==> config.mk <==
export PLATFORM = sky130hd
export DESIGN_NAME = general_purpose_event_logic
export DESIGN_NICKNAME = d
export VERILOG_FILES = /design/src/core/gen_event_pkg.sv /design/src/core/event_terminal_mux.sv /design/src/core/general_purpose_event_logic.sv /design/src/core/input_change_detect.sv
export SDC_FILE = /design/constraint.sdc
export NUM_CORES = 1
export LEC_CHECK = 0
export ABC_CLOCK_PERIOD_IN_PS = 1700
export BUFFER_PORTS_ARGS = -buffer_cell sky130_fd_sc_hd__buf_2
export CAP_MARGIN = 0
export CORE_ASPECT_RATIO = 1.75
export CORE_MARGIN = 5
export CORE_UTILIZATION = 46
export CTS_BUF_LIST = sky130_fd_sc_hd__clkbuf_16
export DETAILED_ROUTE_END_ITERATION = 8
export MAX_ROUTING_LAYER = met4
export PLACE_DENSITY_LB_ADDON = 0.25
export SKIP_CTS_REPAIR_TIMING = 1
export SLEW_MARGIN = 20
export SYNTH_ARGS = -nofsm -noshare
export SYNTH_HDL_FRONTEND = slang
export SYNTH_HIERARCHICAL = 1
export SYNTH_SLANG_ARGS = --single-unit
==> constraint.sdc <==
create_clock -name clk_in -period 1.7 [get_ports clk_in]
set_input_delay 0.34 -clock clk_in [delete_from_list [all_inputs] [get_ports clk_in]]
set_output_delay 0.34 -clock clk_in [all_outputs]
set_load 0.02 [all_outputs]
==> src/core/gen_event_pkg.sv <==
`default_nettype none
package gen_event_pkg;

    // ------------------------------------------------------------
    // Configuration space offsets (byte addresses)
    // ------------------------------------------------------------
    localparam logic [7:0] PM_DATA_OFFSET = 8'hA7;
    localparam logic [7:0] EVENT_STATUS_OFFSET = 8'hA8;
    localparam logic [7:0] EVENT_ENABLE_OFFSET = 8'hAA;

    // ------------------------------------------------------------
    // Reset values
    // ------------------------------------------------------------
    localparam logic [7:0] PM_DATA_RESET = 8'h00;
    localparam logic [15:0] EVENT_STATUS_RESET = 16'h0000;
    localparam logic [15:0] EVENT_ENABLE_RESET = 16'h0000;

    // ------------------------------------------------------------
    // Field positions inside status and enable
    // ------------------------------------------------------------
    localparam int SOCKET0_VIDEO_BIT = 15;
    localparam int SOCKET1_VIDEO_BIT = 14;
    localparam int SOCKET_POWER_BIT = 11;
    localparam int PROG_VOLTAGE_BIT = 8;
    localparam int INPUT_LSB = 0;
    localparam int INPUT_COUNT = 5;
    localparam int TERMINAL_COUNT = 7;
    // Implemented bits; 13-12, 10-9 and 7-5 are reserved_bits
    localparam logic [15:0] EVENT_BITS_MASK = 16'hC91F;

    // Function number that owns the event registers
    localparam logic FUNC_OWNER = 1'b0;

    // Programming voltage request code meaning 12 V
    localparam logic [1:0] VPP_12V_CODE = 2'h2;

    // Cycles after reset release before change detection is armed
    localparam logic [1:0] ARM_COUNT = 2'h3;

    // ------------------------------------------------------------
    // Carriers
    // ------------------------------------------------------------
    typedef struct packed {
        logic valid;
        logic write;
        logic func;
        logic [5:0] dword_addr;
        logic [3:0] byte_en;
        logic [31:0] wdata;
    } cfg_req_t;

    typedef struct packed {
        logic [1:0] vcc_req;
        logic [1:0] vpp_req;
    } power_setting_t;

endpackage : gen_event_pkg
`default_nettype wire

==> src/core/event_terminal_mux.sv <==
`default_nettype none
module event_terminal_mux
    import gen_event_pkg::*;
(
    input wire logic clk_in,
    input wire logic rst_b_in,
    input wire logic pending_in,
    input wire logic [TERMINAL_COUNT-1:0] route_in,
    output logic [TERMINAL_COUNT-1:0] term_out,
    output logic [TERMINAL_COUNT-1:0] term_oe_out
);

    // ------------------------------------------------------------
    // Registered terminal drivers for the active-low event line
    // ------------------------------------------------------------
    // Unrouted terminals stay undriven and idle high
    always_ff @(posedge clk_in) begin
        if (!rst_b_in) begin
            term_out <= {TERMINAL_COUNT{1'b1}};
            term_oe_out <= {TERMINAL_COUNT{1'b0}};
        end else begin
            term_out <= ~({TERMINAL_COUNT{pending_in}} & route_in);
            term_oe_out <= route_in;
        end
    end

endmodule : event_terminal_mux
`default_nettype wire

==> src/core/general_purpose_event_logic.sv <==
`default_nettype none
module general_purpose_event_logic
    import gen_event_pkg::*;
(
    input wire logic clk_in,
    input wire logic rst_b_in,
    // Configuration access
    input wire cfg_req_t cfg_req_in,
    output logic cfg_ack_out,
    output logic [31:0] cfg_rdata_out,
    // Event sources from the socket controllers
    input wire logic [1:0] video_port_on_flag_in,
    input wire power_setting_t socket0_power_in,
    input wire power_setting_t socket1_power_in,
    // Multipurpose terminal inputs and configuration
    input wire logic [INPUT_COUNT-1:0] general_input_in,
    input wire logic [INPUT_COUNT-1:0] input_mode_in,
    input wire logic [TERMINAL_COUNT-1:0] event_route_in,
    // Terminal drivers carrying general_event_out_n
    output logic [TERMINAL_COUNT-1:0] multipurpose_terminals_out,
    output logic [TERMINAL_COUNT-1:0] multipurpose_terminals_oe_out,
    // Status mirror
    output logic [15:0] event_status_out
);

    // ------------------------------------------------------------
    // Decode helpers
    // ------------------------------------------------------------
    // True when the access hits the dword that holds the given byte
    function automatic logic dword_hit(input logic [5:0] dword_addr, input logic [7:0] byte_offset);
        dword_hit = (dword_addr == byte_offset[7:2]);
    endfunction : dword_hit

    // Spread byte enables of a 16-bit half into a bit mask
    // Lanes that are off leave their bits untouched on writes
    function automatic logic [15:0] half_mask(input logic [1:0] be);
        half_mask = {{8{be[1]}}, {8{be[0]}}};
    endfunction : half_mask

    // ------------------------------------------------------------
    // Declarations
    // ------------------------------------------------------------
    // Status and enable keep only implemented bits; the mask is applied
    // on every path so reserved bits can never be stored
    logic [15:0] event_status_q;
    logic [15:0] event_status_d;
    logic [15:0] event_enable_q;
    logic [15:0] event_set;
    logic [15:0] status_clear;
    logic [15:0] gated_enable;
    logic [1:0] video_prev_q;
    power_setting_t socket0_prev_q;
    power_setting_t socket1_prev_q;
    logic sources_armed_q;
    logic [INPUT_COUNT-1:0] input_change;
    logic [1:0] video_change;
    logic enable_hit;
    logic [15:0] enable_wmask;
    logic [15:0] event_contrib;
    logic read_req;
    logic pm_data_hit;
    logic event_regs_hit;
    logic [15:0] status_rdata;
    logic [15:0] enable_rdata;
    logic power_change;
    logic vpp12_change;
    logic owner_write;
    logic status_hit;
    logic pending;
    logic [31:0] rdata_d;

    // ------------------------------------------------------------
    // Terminal input change detection
    // ------------------------------------------------------------
    // synchronise terminal inputs
    // Detection is held off until the synchroniser has filled, so a pin
    // strapped high at reset does not look like a change
    // Only the change pulses are used here; the synchronised levels
    // belong to the input data register, which sits outside this block
    input_change_detect u_detect (
        .clk_in(clk_in),
        .rst_b_in(rst_b_in),
        .pins_in(general_input_in),
        .level_out(),
        .change_out(input_change)
    );

    // ------------------------------------------------------------
    // Same-clock source history
    // ------------------------------------------------------------
    // These sources come from socket logic on this clock, so they skip
    // the synchroniser; a change reaches status at the next edge
    // Previous values of flags and power settings; the first cycle after
    // reset only loads history so a strapped level is not seen as a change
    always_ff @(posedge clk_in) begin
        if (!rst_b_in) begin
            video_prev_q <= 2'h0;
            socket0_prev_q <= '0;
            socket1_prev_q <= '0;
            sources_armed_q <= 1'b0;
        end else begin
            video_prev_q <= video_port_on_flag_in;
            socket0_prev_q <= socket0_power_in;
            socket1_prev_q <= socket1_power_in;
            sources_armed_q <= 1'b1;
        end
    end

    // either edge of each socket's video flag
    assign video_change = video_port_on_flag_in ^ video_prev_q;

    // Supply and programming requests count alike for the power bit
    // any supply or programming voltage change
    assign power_change = (socket0_power_in != socket0_prev_q) | (socket1_power_in != socket1_prev_q);

    // crossing into or out of 12 V
    assign vpp12_change =
        ((socket0_power_in.vpp_req == VPP_12V_CODE) != (socket0_prev_q.vpp_req == VPP_12V_CODE)) |
        ((socket1_power_in.vpp_req == VPP_12V_CODE) != (socket1_prev_q.vpp_req == VPP_12V_CODE));

    // ------------------------------------------------------------
    // Event set vector
    // ------------------------------------------------------------
    // Same-clock sources wait one edge after reset; terminal inputs wait
    // for the synchroniser to fill inside the detector
    always_comb begin
        event_set = 16'h0000;
        if (sources_armed_q) begin
            event_set[SOCKET0_VIDEO_BIT] = video_change[0];
            event_set[SOCKET1_VIDEO_BIT] = video_change[1];
            event_set[SOCKET_POWER_BIT] = power_change;
            event_set[PROG_VOLTAGE_BIT] = vpp12_change;
        end
        // terminal level changes, bits 4 to 0
        event_set[INPUT_LSB +: INPUT_COUNT] = input_change;
    end

    // ------------------------------------------------------------
    // Configuration write decode
    // ------------------------------------------------------------
    // A write to function 1 reaches neither register; its decode is
    // dropped here once rather than at every register
    // only function 0 owns status and enable
    assign owner_write = cfg_req_in.valid & cfg_req_in.write & (cfg_req_in.func == FUNC_OWNER);
    assign status_hit = owner_write & dword_hit(cfg_req_in.dword_addr, EVENT_STATUS_OFFSET);

    assign status_clear = status_hit ? (cfg_req_in.wdata[15:0] & half_mask(cfg_req_in.byte_en[1:0])) : 16'h0000;

    // ------------------------------------------------------------
    // Status register
    // ------------------------------------------------------------
    // A set in the same cycle as a clear wins, so no event is lost
    // Software must re-read after clearing: an event that lands in the
    // clearing cycle leaves its bit set
    always_comb begin
        // set does not look at the enable
        event_status_d = ((event_status_q & ~status_clear) | event_set) & EVENT_BITS_MASK;
    end

    always_ff @(posedge clk_in) begin
        if (!rst_b_in) begin
            event_status_q <= EVENT_STATUS_RESET;
        end else begin
            event_status_q <= event_status_d;
        end
    end

    // ------------------------------------------------------------
    // Enable register
    // ------------------------------------------------------------
    // Enable sits in the upper half of the same dword as status, so
    // one write may clear status and load enable together
    assign enable_hit = owner_write & dword_hit(cfg_req_in.dword_addr, EVENT_ENABLE_OFFSET);
    assign enable_wmask = half_mask(cfg_req_in.byte_en[3:2]);

    // function 0 only, writable bits masked
    always_ff @(posedge clk_in) begin
        if (!rst_b_in) begin
            event_enable_q <= EVENT_ENABLE_RESET;
        end else if (enable_hit) begin
            event_enable_q <= ((cfg_req_in.wdata[31:16] & enable_wmask) |
                               (event_enable_q & ~enable_wmask)) & EVENT_BITS_MASK;
        end
    end

    // ------------------------------------------------------------
    // Event output
    // ------------------------------------------------------------
    // Input events count only while their terminal is an input; the
    // status bit still latches so software can see it after a mode change
    always_comb begin
        gated_enable = event_enable_q;
        gated_enable[INPUT_LSB +: INPUT_COUNT] = event_enable_q[INPUT_LSB +: INPUT_COUNT] & input_mode_in;
    end

    // per-bit gating of status
    // Reserved bits have no enable storage, so their slots stay zero
    genvar bit_idx;
    generate
        for (bit_idx = 0; bit_idx < 16; bit_idx++) begin : g_contrib
            assign event_contrib[bit_idx] = event_status_q[bit_idx] & gated_enable[bit_idx];
        end
    endgenerate

    // any enabled status bit asserts the output
    // holds while the status bit stays set; another enabled
    // bit keeps it low even after one bit is cleared
    assign pending = |event_contrib;

    // The terminal stage adds one register so the pins come straight
    // from flip-flops; the pins follow status one edge later
    // drive only terminals routed for the event
    event_terminal_mux u_mux (
        .clk_in(clk_in),
        .rst_b_in(rst_b_in),
        .pending_in(pending),
        .route_in(event_route_in),
        .term_out(multipurpose_terminals_out),
        .term_oe_out(multipurpose_terminals_oe_out)
    );

    // ------------------------------------------------------------
    // Configuration read path
    // ------------------------------------------------------------
    // Read decode; the data byte answers both functions
    assign read_req = cfg_req_in.valid & ~cfg_req_in.write;
    assign pm_data_hit = dword_hit(cfg_req_in.dword_addr, PM_DATA_OFFSET);
    // event registers answer function 0 only
    assign event_regs_hit = dword_hit(cfg_req_in.dword_addr, EVENT_STATUS_OFFSET) &
                            (cfg_req_in.func == FUNC_OWNER);

    // reserved bits read zero in both halves
    assign status_rdata = event_status_q & EVENT_BITS_MASK & half_mask(cfg_req_in.byte_en[1:0]);
    assign enable_rdata = event_enable_q & EVENT_BITS_MASK & half_mask(cfg_req_in.byte_en[3:2]);

    // Unowned offsets and function 1 read as zero; byte lanes not
    // enabled also return zero so the mux stays simple
    always_comb begin
        rdata_d = 32'h0000_0000;
        if (read_req) begin
            if (pm_data_hit) begin
                // data byte always zero, both functions
                rdata_d[31:24] = PM_DATA_RESET;
            end else if (event_regs_hit) begin
                rdata_d = {enable_rdata, status_rdata};
            end
        end
    end

    // One-cycle acknowledge for every request, reads and writes alike
    // Writes return zero data; the host only takes it on reads
    always_ff @(posedge clk_in) begin
        if (!rst_b_in) begin
            cfg_ack_out <= 1'b0;
            cfg_rdata_out <= 32'h0000_0000;
        end else begin
            cfg_ack_out <= cfg_req_in.valid;
            cfg_rdata_out <= rdata_d;
        end
    end

    // ------------------------------------------------------------
    // Status mirror output
    // ------------------------------------------------------------
    // Registered copy keeps the output straight from a flip-flop
    // It loads the next state so it lines up with the status register
    always_ff @(posedge clk_in) begin
        if (!rst_b_in) begin
            event_status_out <= EVENT_STATUS_RESET;
        end else begin
            event_status_out <= event_status_d;
        end
    end

endmodule : general_purpose_event_logic
`default_nettype wire

==> src/core/input_change_detect.sv <==
`default_nettype none
module input_change_detect
    import gen_event_pkg::*;
(
    input wire logic clk_in,
    input wire logic rst_b_in,
    input wire logic [INPUT_COUNT-1:0] pins_in,
    output logic [INPUT_COUNT-1:0] level_out,
    output logic [INPUT_COUNT-1:0] change_out
);

    // ------------------------------------------------------------
    // Two-stage synchroniser and edge detect per input
    // ------------------------------------------------------------
    logic [1:0] arm_cnt_q;
    logic armed;

    // Hold off detection until the synchroniser holds real pin data
    always_ff @(posedge clk_in) begin
        if (!rst_b_in) begin
            arm_cnt_q <= 2'h0;
        end else if (arm_cnt_q != ARM_COUNT) begin
            arm_cnt_q <= arm_cnt_q + 2'h1;
        end
    end

    assign armed = (arm_cnt_q == ARM_COUNT);

    genvar i;
    generate
        for (i = 0; i < INPUT_COUNT; i++) begin : g_input
            logic meta_q;
            logic sync_q;
            logic prev_q;

            always_ff @(posedge clk_in) begin
                if (!rst_b_in) begin
                    meta_q <= 1'b0;
                    sync_q <= 1'b0;
                    prev_q <= 1'b0;
                end else begin
                    meta_q <= pins_in[i];
                    sync_q <= meta_q;
                    prev_q <= sync_q;
                end
            end

            assign level_out[i] = sync_q;
            // Either edge counts as a change
            assign change_out[i] = armed & (sync_q ^ prev_q);
        end
    endgenerate

endmodule : input_change_detect
`default_nettype wire

### After elaboration in Yosys (flattened, before gate mapping)

Cells that the tools add are included.

| storage, ports and cells | value |
|---|---|
| register bits | 100 |
| input bits | 74 |
| logic and storage cells | 94 |
| output and inout port bits | 63 |

| operators by class | value |
|---|---|
| bitwise operators | 45 |
| equality and inequality tests | 12 |
| reductions and logical operators | 2 |
| add/sub/neg operators | 1 |
| mux-type cells | 5 |

Operator list:

| operator | number |
|---|---|
| $and 16x16->16 | 6 |
| $not 16->16 | 2 |
| $or 16x16->16 | 2 |
| $and 1x1->1 | 19 |
| $mux 16 | 1 |
| $eq 6x6->1 const B | 2 |
| $eq 2x2->1 const B | 5 |
| $reduce_or 9->1 | 1 |
| $ne 4x4->1 | 2 |
| $and 7x7->7 | 1 |
| $not 7->7 | 1 |
| $and 5x5->5 | 1 |
| $not 1->1 | 5 |
| $xor 1x1->1 | 5 |
| $reduce_or 4->1 | 1 |
| $mux 1 | 3 |
| $add 2x1->2 const B | 1 |
| $mux 2 | 1 |
| $ne 1x1->1 | 2 |
| $ne 2x2->1 const B | 1 |
| $or 1x1->1 | 2 |
| $xor 2x2->2 | 1 |

### Logic depth before layout (Yosys ltp)

Gate-level depths: netlist of run 1.

| depth | value |
|---|---|
| depth in word-level cells | 7 |
| depth in mapped cells | 5 |
| mapped depth without buffers | 5 |

### Cells and area by module

Netlist of run 1, hierarchy kept.

Modules (own cells, without submodules):

| module | area an instance (µm²) | sequential area each (µm²) | times used | cells each |
|---|---|---|---|---|
| general_purpose_event_logic | 1894.3 | 960.9 | 1 | 197 |
| input_change_detect | 629.4 | 340.3 | 1 | 54 |
| event_terminal_mux | 372.9 | 280.3 | 1 | 29 |

### Worst setup path before layout of run 1

No wires, ideal clock.

| path | value |
|---|---|
| path type | input -> register |
| from | input cfg_req_in[38] (netlist name) |
| to | register cfg_rdata_out[14] |
| path buffers | 1 |
| library setup time | 60 ps |
| data required time | 1640 ps |
| data arrival time | 1307 ps |
| stages | 5 |
| path slack | 333 ps |
| path through | and4bb_2 > nand2_2 > nor3b_4 > buf_6 > and3_1 |

| between the ends | value |
|---|---|
| cells in the longest elaborated chain, start to end | 4 |
| elaborated cells on any way between the ends | 5 |
| those cells by class | 2 x eq/ne; 2 x bitwise; 1 x reduce/logical |

Ends and longest elaborated chain:

| item | line | RTL |
|---|---|---|
| start: declaration | general_purpose_event_logic.sv:8 | `input wire cfg_req_t cfg_req_in,` |
| $eq 6x6->1 | general_purpose_event_logic.sv:31 | `dword_hit = (dword_addr == byte_offset[7:2]);` |
| $and 1x1->1 | general_purpose_event_logic.sv:229 | `assign event_regs_hit = dword_hit(cfg_req_in.dword_addr, EVENT_STATUS_OFFSET) &` |
| $not 1->1 (no line) | n/a |  |
| $reduce_or 4->1 (no line) * | n/a |  |
| end signal: assignment | general_purpose_event_logic.sv:258 | `cfg_rdata_out <= rdata_d;` |
| end: declaration | general_purpose_event_logic.sv:10 | `output logic [31:0] cfg_rdata_out,` |

Mark *: on every way between the ends. The rest lies on a longest branch, timed or not.
A chain may end at the register's enable or synchronous reset.

==> summary.txt, run 1 <==
Clock network
  – TritonCTS clock tree: done
  – TritonCTS Buffers: 9
  – CTS clk-pin slew, worst paths: 60 ps
  – CTS sink count: 79
  – H-Tree Depth: 3
  – Clock Path Buffers: 2
  – Clk Latency, worst-skew pair: 330 ps
  – Root Driver: clkbuf_16

Timing
  – RSZ-0062 raised after global routing: no
  – Final min period: 1450 ps
  – Setup TNS: 0 ps
  – Clock skew: 5.48 ps
  – Final setup fails: 0
  – Fmax achieved: 689 MHz
  – Final Cycle Share: 85.3%
  – Final Slew Violations: 0
  – Final hold vios: 0

Layout
  – Commonest non-fill, non-tap cells in the layout: buf_2 (101), dfxtp_1 (79), and2_1 (27)
  – Filler cells: 543
  – Fin util: 59.9%
  – Area of the multi-input gates: 1120 um^2
  – P&R area growth vs syn: 28.5%
  – Layout Nets: 459
  – Most common cell after layout, fill and taps aside: buf_2
  – N_diodes: 0
  – Reg area: 1580 um^2
  – Proportion of layout cells with a drive suffix above 1: 35.1%
  – Final cell count without fillers: 468

Worst setup path
  – Levels on crit path: 6
  – Critical Path Fanout Max: 7
  – Crit path max-delay cell type: dfxtp_1
  – CP required: 1970 ps
  – Slowest cell delay on critical path: 330 ps
  – Worst r2r path cells: 6
  – Endpoint class of the critical path: flop
  – Arrival time worst endpoint: 1720 ps
  – Cells along the critical path: a22o_1 > a221oi_1 > and3_1 > nand4_1 > buf_4 > nand3_1
  – Crit path buffers/inverters: 1
  – Critical path type: flop to flop
  – Critical Path Source Type: flop
  – Reg2reg setup slack: 250 ps
  – Delay-heaviest family, CP: compound AO/OA/AOI/OAI gates

Placed design
  – Dpl hpwl: 4.71 mm
  – Placed insts: 451
  – GPL Wtd Cong: 0.732
  – Port Buffers: 101

Synthesis
  – Post-Synthesis Cells: 275
  – Mean cell area of the mapped netlist: 10.4 um^2
  – Ys Warns: 6
  – Netlist Area Pre-Place: 2860 um^2

Outcome
  – Status: completed

Pwr
  – Net Sw Frac: 22.4%
  – PD cells: 1110 nW/um^2
  – Peak supply drop: 0.691 mV
  – Psw: 915 uW
  – Pint: 3.17 mW
  – Comb power frac: 8.0%
  – Clock power frac: 44.2%
  – Leakage Power: 1.80 nW
  – Sequential power share: 47.8%

Die
  – Core area: 6130 um^2
  – IO Count: 137
  – Die area: 7950 um^2
  – Row cnt: 38
  – Die height: 114 um
  – Initial Util: 46.6%
  – Die X: 69.6 um

GRT
  – Pin count of the biggest net entering global routing: 33
  – Vias in the first global route: 2141
  – Global-route wire length before repair: 9.94 mm
  – Overall Global Routing Usage: 16.5%
  – Antenna violations before repair: 0
  – Total global routing overflow: 0

Hold path
  – Worst hold stages: 2
  – Hold Path Class: primary input to flop

Route
  – Post-route DRC: 0
  – Total routed wirelength: 6.23 mm
  – DR pass1 iterations: 4
  – Post-DR wirelength/cell: 13.3 um
  – Final ANT Viol Nets: 0
  – Routed vias/inst: 4.65
  – Total number of vias: 2176
  – Initial DRC count: 116

Job
  – Total of max-cap violations: 0
[final cells by class]
type | instances | share of cell area [%]
inverters | 5 | 0.511
repair buffers | 106 | 15.5
well taps | 80 | 2.72
multi-input cells | 182 | 30.6
flip-flops and latches | 79 | 43.0
clock inverters | 7 | 1.57
clock buffers | 9 | 6.13
[power groups by stage]
stage | clock network [mW] | registers, mW | logic [mW]
3_5_place_dp | 0 | 1.99 | 0.328
5_1_grt | 1.92 | 1.96 | 0.363
6_report | 1.81 | 1.95 | 0.327
2_1_floorplan | 0 | 2.01 | 0.206
3_3_place_gp | 0 | 1.99 | 0.320
4_1_cts | 1.84 | 1.95 | 0.330
[worst register-to-register path: stages, from the launching register on]
cell	delay (ps)
dfxtp_1	330
a22o_1	230
a221oi_1	310
and3_1	200
nand4_1	80
buf_4	180
nand3_1	70
[final timing paths]
path,endpoint,startpoint
hold reg to reg,u_detect/g_input[0].sync_q,u_detect/g_input[0].meta_q
setup / recovery,u_mux/term_out[5],event_status_out[14]
setup reg to reg,u_mux/term_out[5],event_status_out[14]
hold / removal,event_status_out[1],cfg_req_in[1]
[metrics by stage]
stage	hold WS (ps)	worst slack, ps	total power [mW]	cell area [um^2]
floorplan	368	333	2.22	2930
global placement	414	127	2.31	3380
detailed placement	423	98.0	2.32	3380
CTS	179	87.1	4.12	3670
global route	185	162	4.25	3670
finish	192	249	4.08	3670
[routing by layer]
| metal | vias up | wire length (um) | GRT usage (%) |
|---|---|---|---|
| met5 | - | 0 | - |
| met2 | 78 | 3200 | 27.5 |
| met3 | 10 | 502 | 6.06 |
| li1 | 1093 | - | - |
| met1 | 995 | 2420 | 17.3 |
| met4 | 0 | 112 | 7.82 |
No activity file was read; power rests on OpenSTA's default activity.
==> run 2, diff against run 1 <==
--- a/config.mk
+++ b/config.mk
@@ -10,11 +10,12 @@
 export CAP_MARGIN = 0
 export CORE_ASPECT_RATIO = 1.75
 export CORE_MARGIN = 5
-export CORE_UTILIZATION = 46
+export CORE_UTILIZATION = 30
 export CTS_BUF_LIST = sky130_fd_sc_hd__clkbuf_16
 export DETAILED_ROUTE_END_ITERATION = 8
 export MAX_ROUTING_LAYER = met4
 export PLACE_DENSITY_LB_ADDON = 0.25
+export REMOVE_ABC_BUFFERS = 1
 export SKIP_CTS_REPAIR_TIMING = 1
 export SLEW_MARGIN = 20
 export SYNTH_ARGS = -nofsm -noshare
==> summary.txt, run 2 (same netlist as run 1, synthesis figures left out) <==
Job
  – Total of max-cap violations: 0 (unchanged)

Route
  – Routed vias/inst: 4.23 (-9.1%)
  – Total number of vias: 2148 (-1.3%)
  – Post-DR wirelength/cell: 12.8 um (-3.8%)
  – Post-route DRC: 0 (unchanged)
  – Initial DRC count: 57 (-51%)
  – DR pass1 iterations: 4 (unchanged)
  – Total routed wirelength: 6.50 mm (+4.4%)
  – Final ANT Viol Nets: 0 (unchanged)

Timing
  – Final hold vios: 0 (unchanged)
  – Fmax achieved: 634 MHz (-8.1%)
  – Worst setup margin: 122 ps (-127 ps)
  – RSZ-0062 raised after global routing: no
  – Final min period: 1580 ps (+127 ps)
  – Final Cycle Share: 92.8% (+7.5 points)
  – Clock skew: 4.32 ps (-1.16 ps)
  – Final setup fails: 0 (unchanged)
  – Hold WS: 185 ps (-7.39 ps)
  – Setup TNS: 0 ps (unchanged)
  – Final Slew Violations: 0 (unchanged)

Layout
  – P&R area growth vs syn: 31.8%
  – Proportion of layout cells with a drive suffix above 1: 35.5% (+0.44 points)
  – Filler cells: 965 (+78%)
  – Layout Nets: 457 (-0.44%)
  – Commonest non-fill, non-tap cells in the layout: buf_2 (101), dfxtp_1 (79), and2_1 (27)
  – Reg area: 1580 um^2 (unchanged)
  – Area of the multi-input gates: 1120 um^2 (unchanged)
  – Final cell count without fillers: 508 (+8.5%)
  – Most common cell after layout, fill and taps aside: buf_2
  – N_diodes: 0 (unchanged)

Placed design
  – Dpl ws: 77.2 ps (-20.8 ps)
  – GPL Wtd Cong: 0.752 (+2.7%)
  – Placed insts: 492 (+9.1%)
  – Dpl hpwl: 4.92 mm (+4.6%)
  – Port Buffers: 101 (unchanged)

Die
  – Core area: 9410 um^2 (+53%)
  – Initial Util: 30.4% (-16 points)
  – Die height: 139 um (+22%)
  – Row cnt: 47 (+24%)
  – IO Count: 137 (unchanged)
  – Die X: 83.8 um (+20%)
  – Die area: 11700 um^2 (+47%)

Worst setup path
  – Worst r2r path cells: 5 (-1)
  – Arrival time worst endpoint: 1840 ps (+120 ps)
  – Critical Path Fanout Max: 7 (unchanged)
  – Critical Path Source Type: flop
  – Endpoint class of the critical path: flop
  – CP required: 1960 ps (about the same)
  – Critical path type: flop to flop

Outcome
  – Status: completed

Clock network
  – CTS sink count: 79 (unchanged)
  – TritonCTS Buffers: 9 (unchanged)
  – Clock Path Buffers: 2 (unchanged)
  – TritonCTS clock tree: done
  – H-Tree Depth: 3 (unchanged)
  – Root Driver: clkbuf_16
  – Clk Latency, worst-skew pair: 330 ps (about the same)
  – CTS clk-pin slew, worst paths: 60 ps (about the same)

GRT
  – Pin count of the biggest net entering global routing: 36 (+9.1%)
  – Global-route wire length before repair: 10.1 mm (+1.9%)
  – Total global routing overflow: 0 (unchanged)
  – Vias in the first global route: 2107 (-1.6%)
  – Overall Global Routing Usage: 11.6% (-5.0 points)
  – Antenna violations before repair: 0 (unchanged)

Pwr
  – Pint: 3.48 mW (+9.9%)
  – Net Sw Frac: 21.6% (-0.84 points)
  – Sequential power share: 43.9% (-3.9 points)
  – Comb power frac: 7.4% (-0.6 points)
  – Clock power frac: 48.7% (+4.5 points)
  – Overall power: 4.44 mW (+8.7%)
  – Leakage Power: 1.81 nW (+0.72%)
  – PD cells: 1180 nW/um^2 (+6.0%)
  – Psw: 957 uW (+4.6%)
  – Peak supply drop: 0.552 mV (-20%)

Hold path
  – Hold Path Class: primary input to flop
  – Worst hold stages: 2 (unchanged)
[run 2: cell count changes in the layout (fill, tap and decap cells not counted), sizes merged]
cell and delta:
clkinv +1, buf -2, bufinv +2, inv -2
clkinvlp -1
[run 2: through the flow]
step,util (%),cell area [um^2]
2_1_floorplan,-,2720
3_3_place_gp,36.4,3430
3_5_place_dp,36.4,3430
4_1_cts,40.0,3770
5_1_grt,40.0,3770
6_report,40.0,3770
[run 2: worst paths after layout]
| kind | from | endpoint | slack (ps) |
|---|---|---|---|
| max | event_status_out[14] | u_mux/term_out[5] | 120 |
| min reg2reg | u_detect/g_input[0].meta_q | u_detect/g_input[0].sync_q | 440 |
| max reg2reg | event_status_out[14] | u_mux/term_out[5] | 120 |
| min | cfg_req_in[1] | event_status_out[1] | 180 |
[run 2: layer usage]
| metal | vias to the layer above | share of wire (%) | track usage, % |
|---|---|---|---|
| met1 | 959 | 37 | 11.0 |
| met5 | - | 0 | - |
| met2 | 86 | 52 | 19.6 |
| met4 | 0 | 2.8 | 6.95 |
| li1 | 1091 | - | - |
| met3 | 12 | 8.3 | 4.34 |
[run 2: area by class of cell]
class                      count  area share [%]
clock buffer                   9            5.98
clock inverter                 7            2.99
inverter                       5           0.498
multi-input combinational    182            29.8
sequential                    79            42.0
tap                          122            4.05
timing repair buffer         104            14.7
[run 2: power by group through the flow]
stage / Combinational, mW / Clock (mW) / Sequential, mW
after floorplan: 0.148 / 0 / 2.01
after global placement: 0.327 / 0 / 1.99
after detailed placement: 0.334 / 0 / 1.99
after CTS: 0.335 / 2.23 / 1.95
after global routing: 0.365 / 2.29 / 1.96
final: 0.329 / 2.16 / 1.95
[run 2: worst max-delay path: stages, from the launching register on]
cell	delay (ps)
dfxtp_1	330
a22o_1	230
a221oi_1	260
and3_1	220
nand4_1	280
nand3_1	180
==> run 3, diff against run 2 <==
--- a/config.mk
+++ b/config.mk
@@ -13,9 +13,9 @@
 export CORE_UTILIZATION = 30
 export CTS_BUF_LIST = sky130_fd_sc_hd__clkbuf_16
 export DETAILED_ROUTE_END_ITERATION = 8
-export MAX_ROUTING_LAYER = met4
 export PLACE_DENSITY_LB_ADDON = 0.25
 export REMOVE_ABC_BUFFERS = 1
+export SETUP_SLACK_MARGIN = 0.05
 export SKIP_CTS_REPAIR_TIMING = 1
 export SLEW_MARGIN = 20
 export SYNTH_ARGS = -nofsm -noshare
==> summary.txt, run 3 (same netlist as run 1, synthesis figures left out) <==
Outcome
  – Status: completed

Pwr
  – Overall power: 4.43 mW (-0.15%)
  – Psw: 951 uW (-0.70%)
  – PD cells: 1170 nW/um^2 (-0.35%)
  – Pint: 3.48 mW (about the same)
  – Comb power frac: 7.4% (about the same)
  – Sequential power share: 44.0% (about the same)
  – Clock power frac: 48.6% (about the same)
  – Leakage Power: 1.82 nW (+0.30%)
  – Net Sw Frac: 21.4% (-0.12 points)
  – Peak supply drop: 0.552 mV (about the same)

Placed design
  – Port Buffers: 101 (unchanged)
  – GPL Wtd Cong: 0.743 (-1.2%)
  – Dpl hpwl: 4.92 mm (unchanged)
  – Placed insts: 492 (unchanged)
  – Placed instance area: 3430 um^2 (unchanged)
  – Dpl ws: 77.2 ps (unchanged)

Layout
  – N_diodes: 0 (unchanged)
  – Reg area: 1580 um^2 (unchanged)
  – Final instance area: 3770 um^2 (+0.20%)
  – Layout Nets: 458 (+0.22%)
  – Commonest non-fill, non-tap cells in the layout: buf_2 (101), dfxtp_1 (79), and2_1 (27)
  – P&R area growth vs syn: 32.0%
  – Final cell count without fillers: 509 (+0.20%)
  – Area of the multi-input gates: 1120 um^2 (unchanged)
  – Filler cells: 965 (unchanged)
  – Most common cell after layout, fill and taps aside: buf_2
  – Proportion of layout cells with a drive suffix above 1: 35.7% (+0.17 points)
  – Fin util: 40.1% (+0.080 points)

Timing
  – Hold WS: 188 ps (+2.81 ps)
  – Final setup fails: 0 (unchanged)
  – Final Cycle Share: 84.8% (-8.0 points)
  – Clock skew: 3.83 ps (-0.491 ps)
  – Worst setup margin: 258 ps (+136 ps)
  – Final Slew Violations: 0 (unchanged)
  – Final min period: 1440 ps (-136 ps)
  – RSZ-0062 raised after global routing: no
  – Final hold vios: 0 (unchanged)
  – Setup TNS: 0 ps (unchanged)
  – Fmax achieved: 693 MHz (+9.4%)

Die
  – Initial Util: 30.4% (unchanged)
  – Row cnt: 47 (unchanged)
  – IO Count: 137 (unchanged)
  – Core area: 9410 um^2 (unchanged)
  – Die X: 83.8 um (unchanged)
  – Die height: 139 um (unchanged)
  – Die area: 11700 um^2 (unchanged)

Clock network
  – TritonCTS clock tree: done
  – CTS sink count: 79 (unchanged)
  – Clock Path Buffers: 2 (unchanged)
  – Clk Latency, worst-skew pair: 330 ps (about the same)
  – H-Tree Depth: 3 (unchanged)
  – TritonCTS Buffers: 9 (unchanged)
  – CTS clk-pin slew, worst paths: 60 ps (about the same)
  – Root Driver: clkbuf_16

Worst setup path
  – Critical Path Source Type: flop
  – CP required: 1970 ps (about the same)
  – Crit path to: u_mux/term_out[6]
  – Critical Path Fanout Max: 7 (unchanged)
  – Endpoint class of the critical path: flop
  – R2R Path Start: event_status_out[14]
  – Cells along the critical path: a22o_1 > a221oi_1 > and3_1 > nand4_1 > buf_4 > nand3_1
  – Critical path type: flop to flop
  – Arrival time worst endpoint: 1710 ps (-130 ps)
  – Crit path buffers/inverters: 1 (+1)
  – Reg2reg setup slack: 260 ps (+140 ps)
  – Crit path max-delay cell type: dfxtp_1
  – Slowest cell delay on critical path: 330 ps (about the same)
  – Worst R2R End: u_mux/term_out[6]
  – Worst r2r path cells: 6 (+1)
  – Critical path startpoint: event_status_out[14]
  – Delay-heaviest family, CP: compound AO/OA/AOI/OAI gates
  – Levels on crit path: 6 (+1)

GRT
  – Global-route wire length before repair: 10.1 mm (unchanged)
  – Total global routing overflow: 0 (unchanged)
  – Pin count of the biggest net entering global routing: 36 (unchanged)
  – Vias in the first global route: 2109 (+0.095%)
  – Overall Global Routing Usage: 11.2% (-0.36 points)
  – Antenna violations before repair: 0 (unchanged)

Route
  – DR pass1 iterations: 4 (unchanged)
  – Post-route DRC: 0 (unchanged)
  – Routed vias/inst: 4.21 (-0.38%)
  – Total routed wirelength: 6.52 mm (+0.17%)
  – Total number of vias: 2144 (-0.19%)
  – Post-DR wirelength/cell: 12.8 um (about the same)
  – Final ANT Viol Nets: 0 (unchanged)
  – Initial DRC count: 58 (+1.8%)

Job
  – Total of max-cap violations: 0 (unchanged)

Hold path
  – Hold Path Class: primary input to flop
-- run 3: area by class of cell --
type / count / area share (%)
clock buffer: 9 / 5.97
clock inverter: 7 / 2.98
inverter: 5 / 0.497
multi-input combinational: 182 / 29.8
sequential: 79 / 41.9
tap: 122 / 4.04
timing repair buffer: 105 / 14.8
-- run 3: metal layers --
metal / vias to the layer above / global-route usage, % / wire length, um / part of all wire [%]
met5: - / 0 / 0 / 0
met4: 0 / 6.95 / 184 / 2.8
met3: 11 / 4.28 / 530 / 8.1
met2: 84 / 19.6 / 3410 / 52
met1: 956 / 10.9 / 2390 / 37
li1: 1093 / - / - / -
-- run 3: how the worst min path moves through the flow --
stage                                     startpoint                         end  slack [ps]  depth (start not counted)
final                                  cfg_req_in[1]         event_status_out[1]         190                          2
after global routing                   cfg_req_in[0]         event_status_out[0]         180                          2
after CTS                              cfg_req_in[1]         event_status_out[1]         170                          2
after detailed placement  u_detect/g_input[0].meta_q  u_detect/g_input[0].sync_q         420                          1
after global placement    u_detect/g_input[0].meta_q  u_detect/g_input[0].sync_q         420                          1
after floorplan                             rst_b_in             sources_armed_q         370                          0
-- run 3: power by group through the flow --
stage          clock, mW  sequential (mW)  combinational (mW)
2_1_floorplan          0             2.01               0.148
3_3_place_gp           0             1.99               0.327
3_5_place_dp           0             1.99               0.334
4_1_cts             2.23             1.95               0.335
5_1_grt             2.29             1.96               0.365
6_report            2.15             1.95               0.329
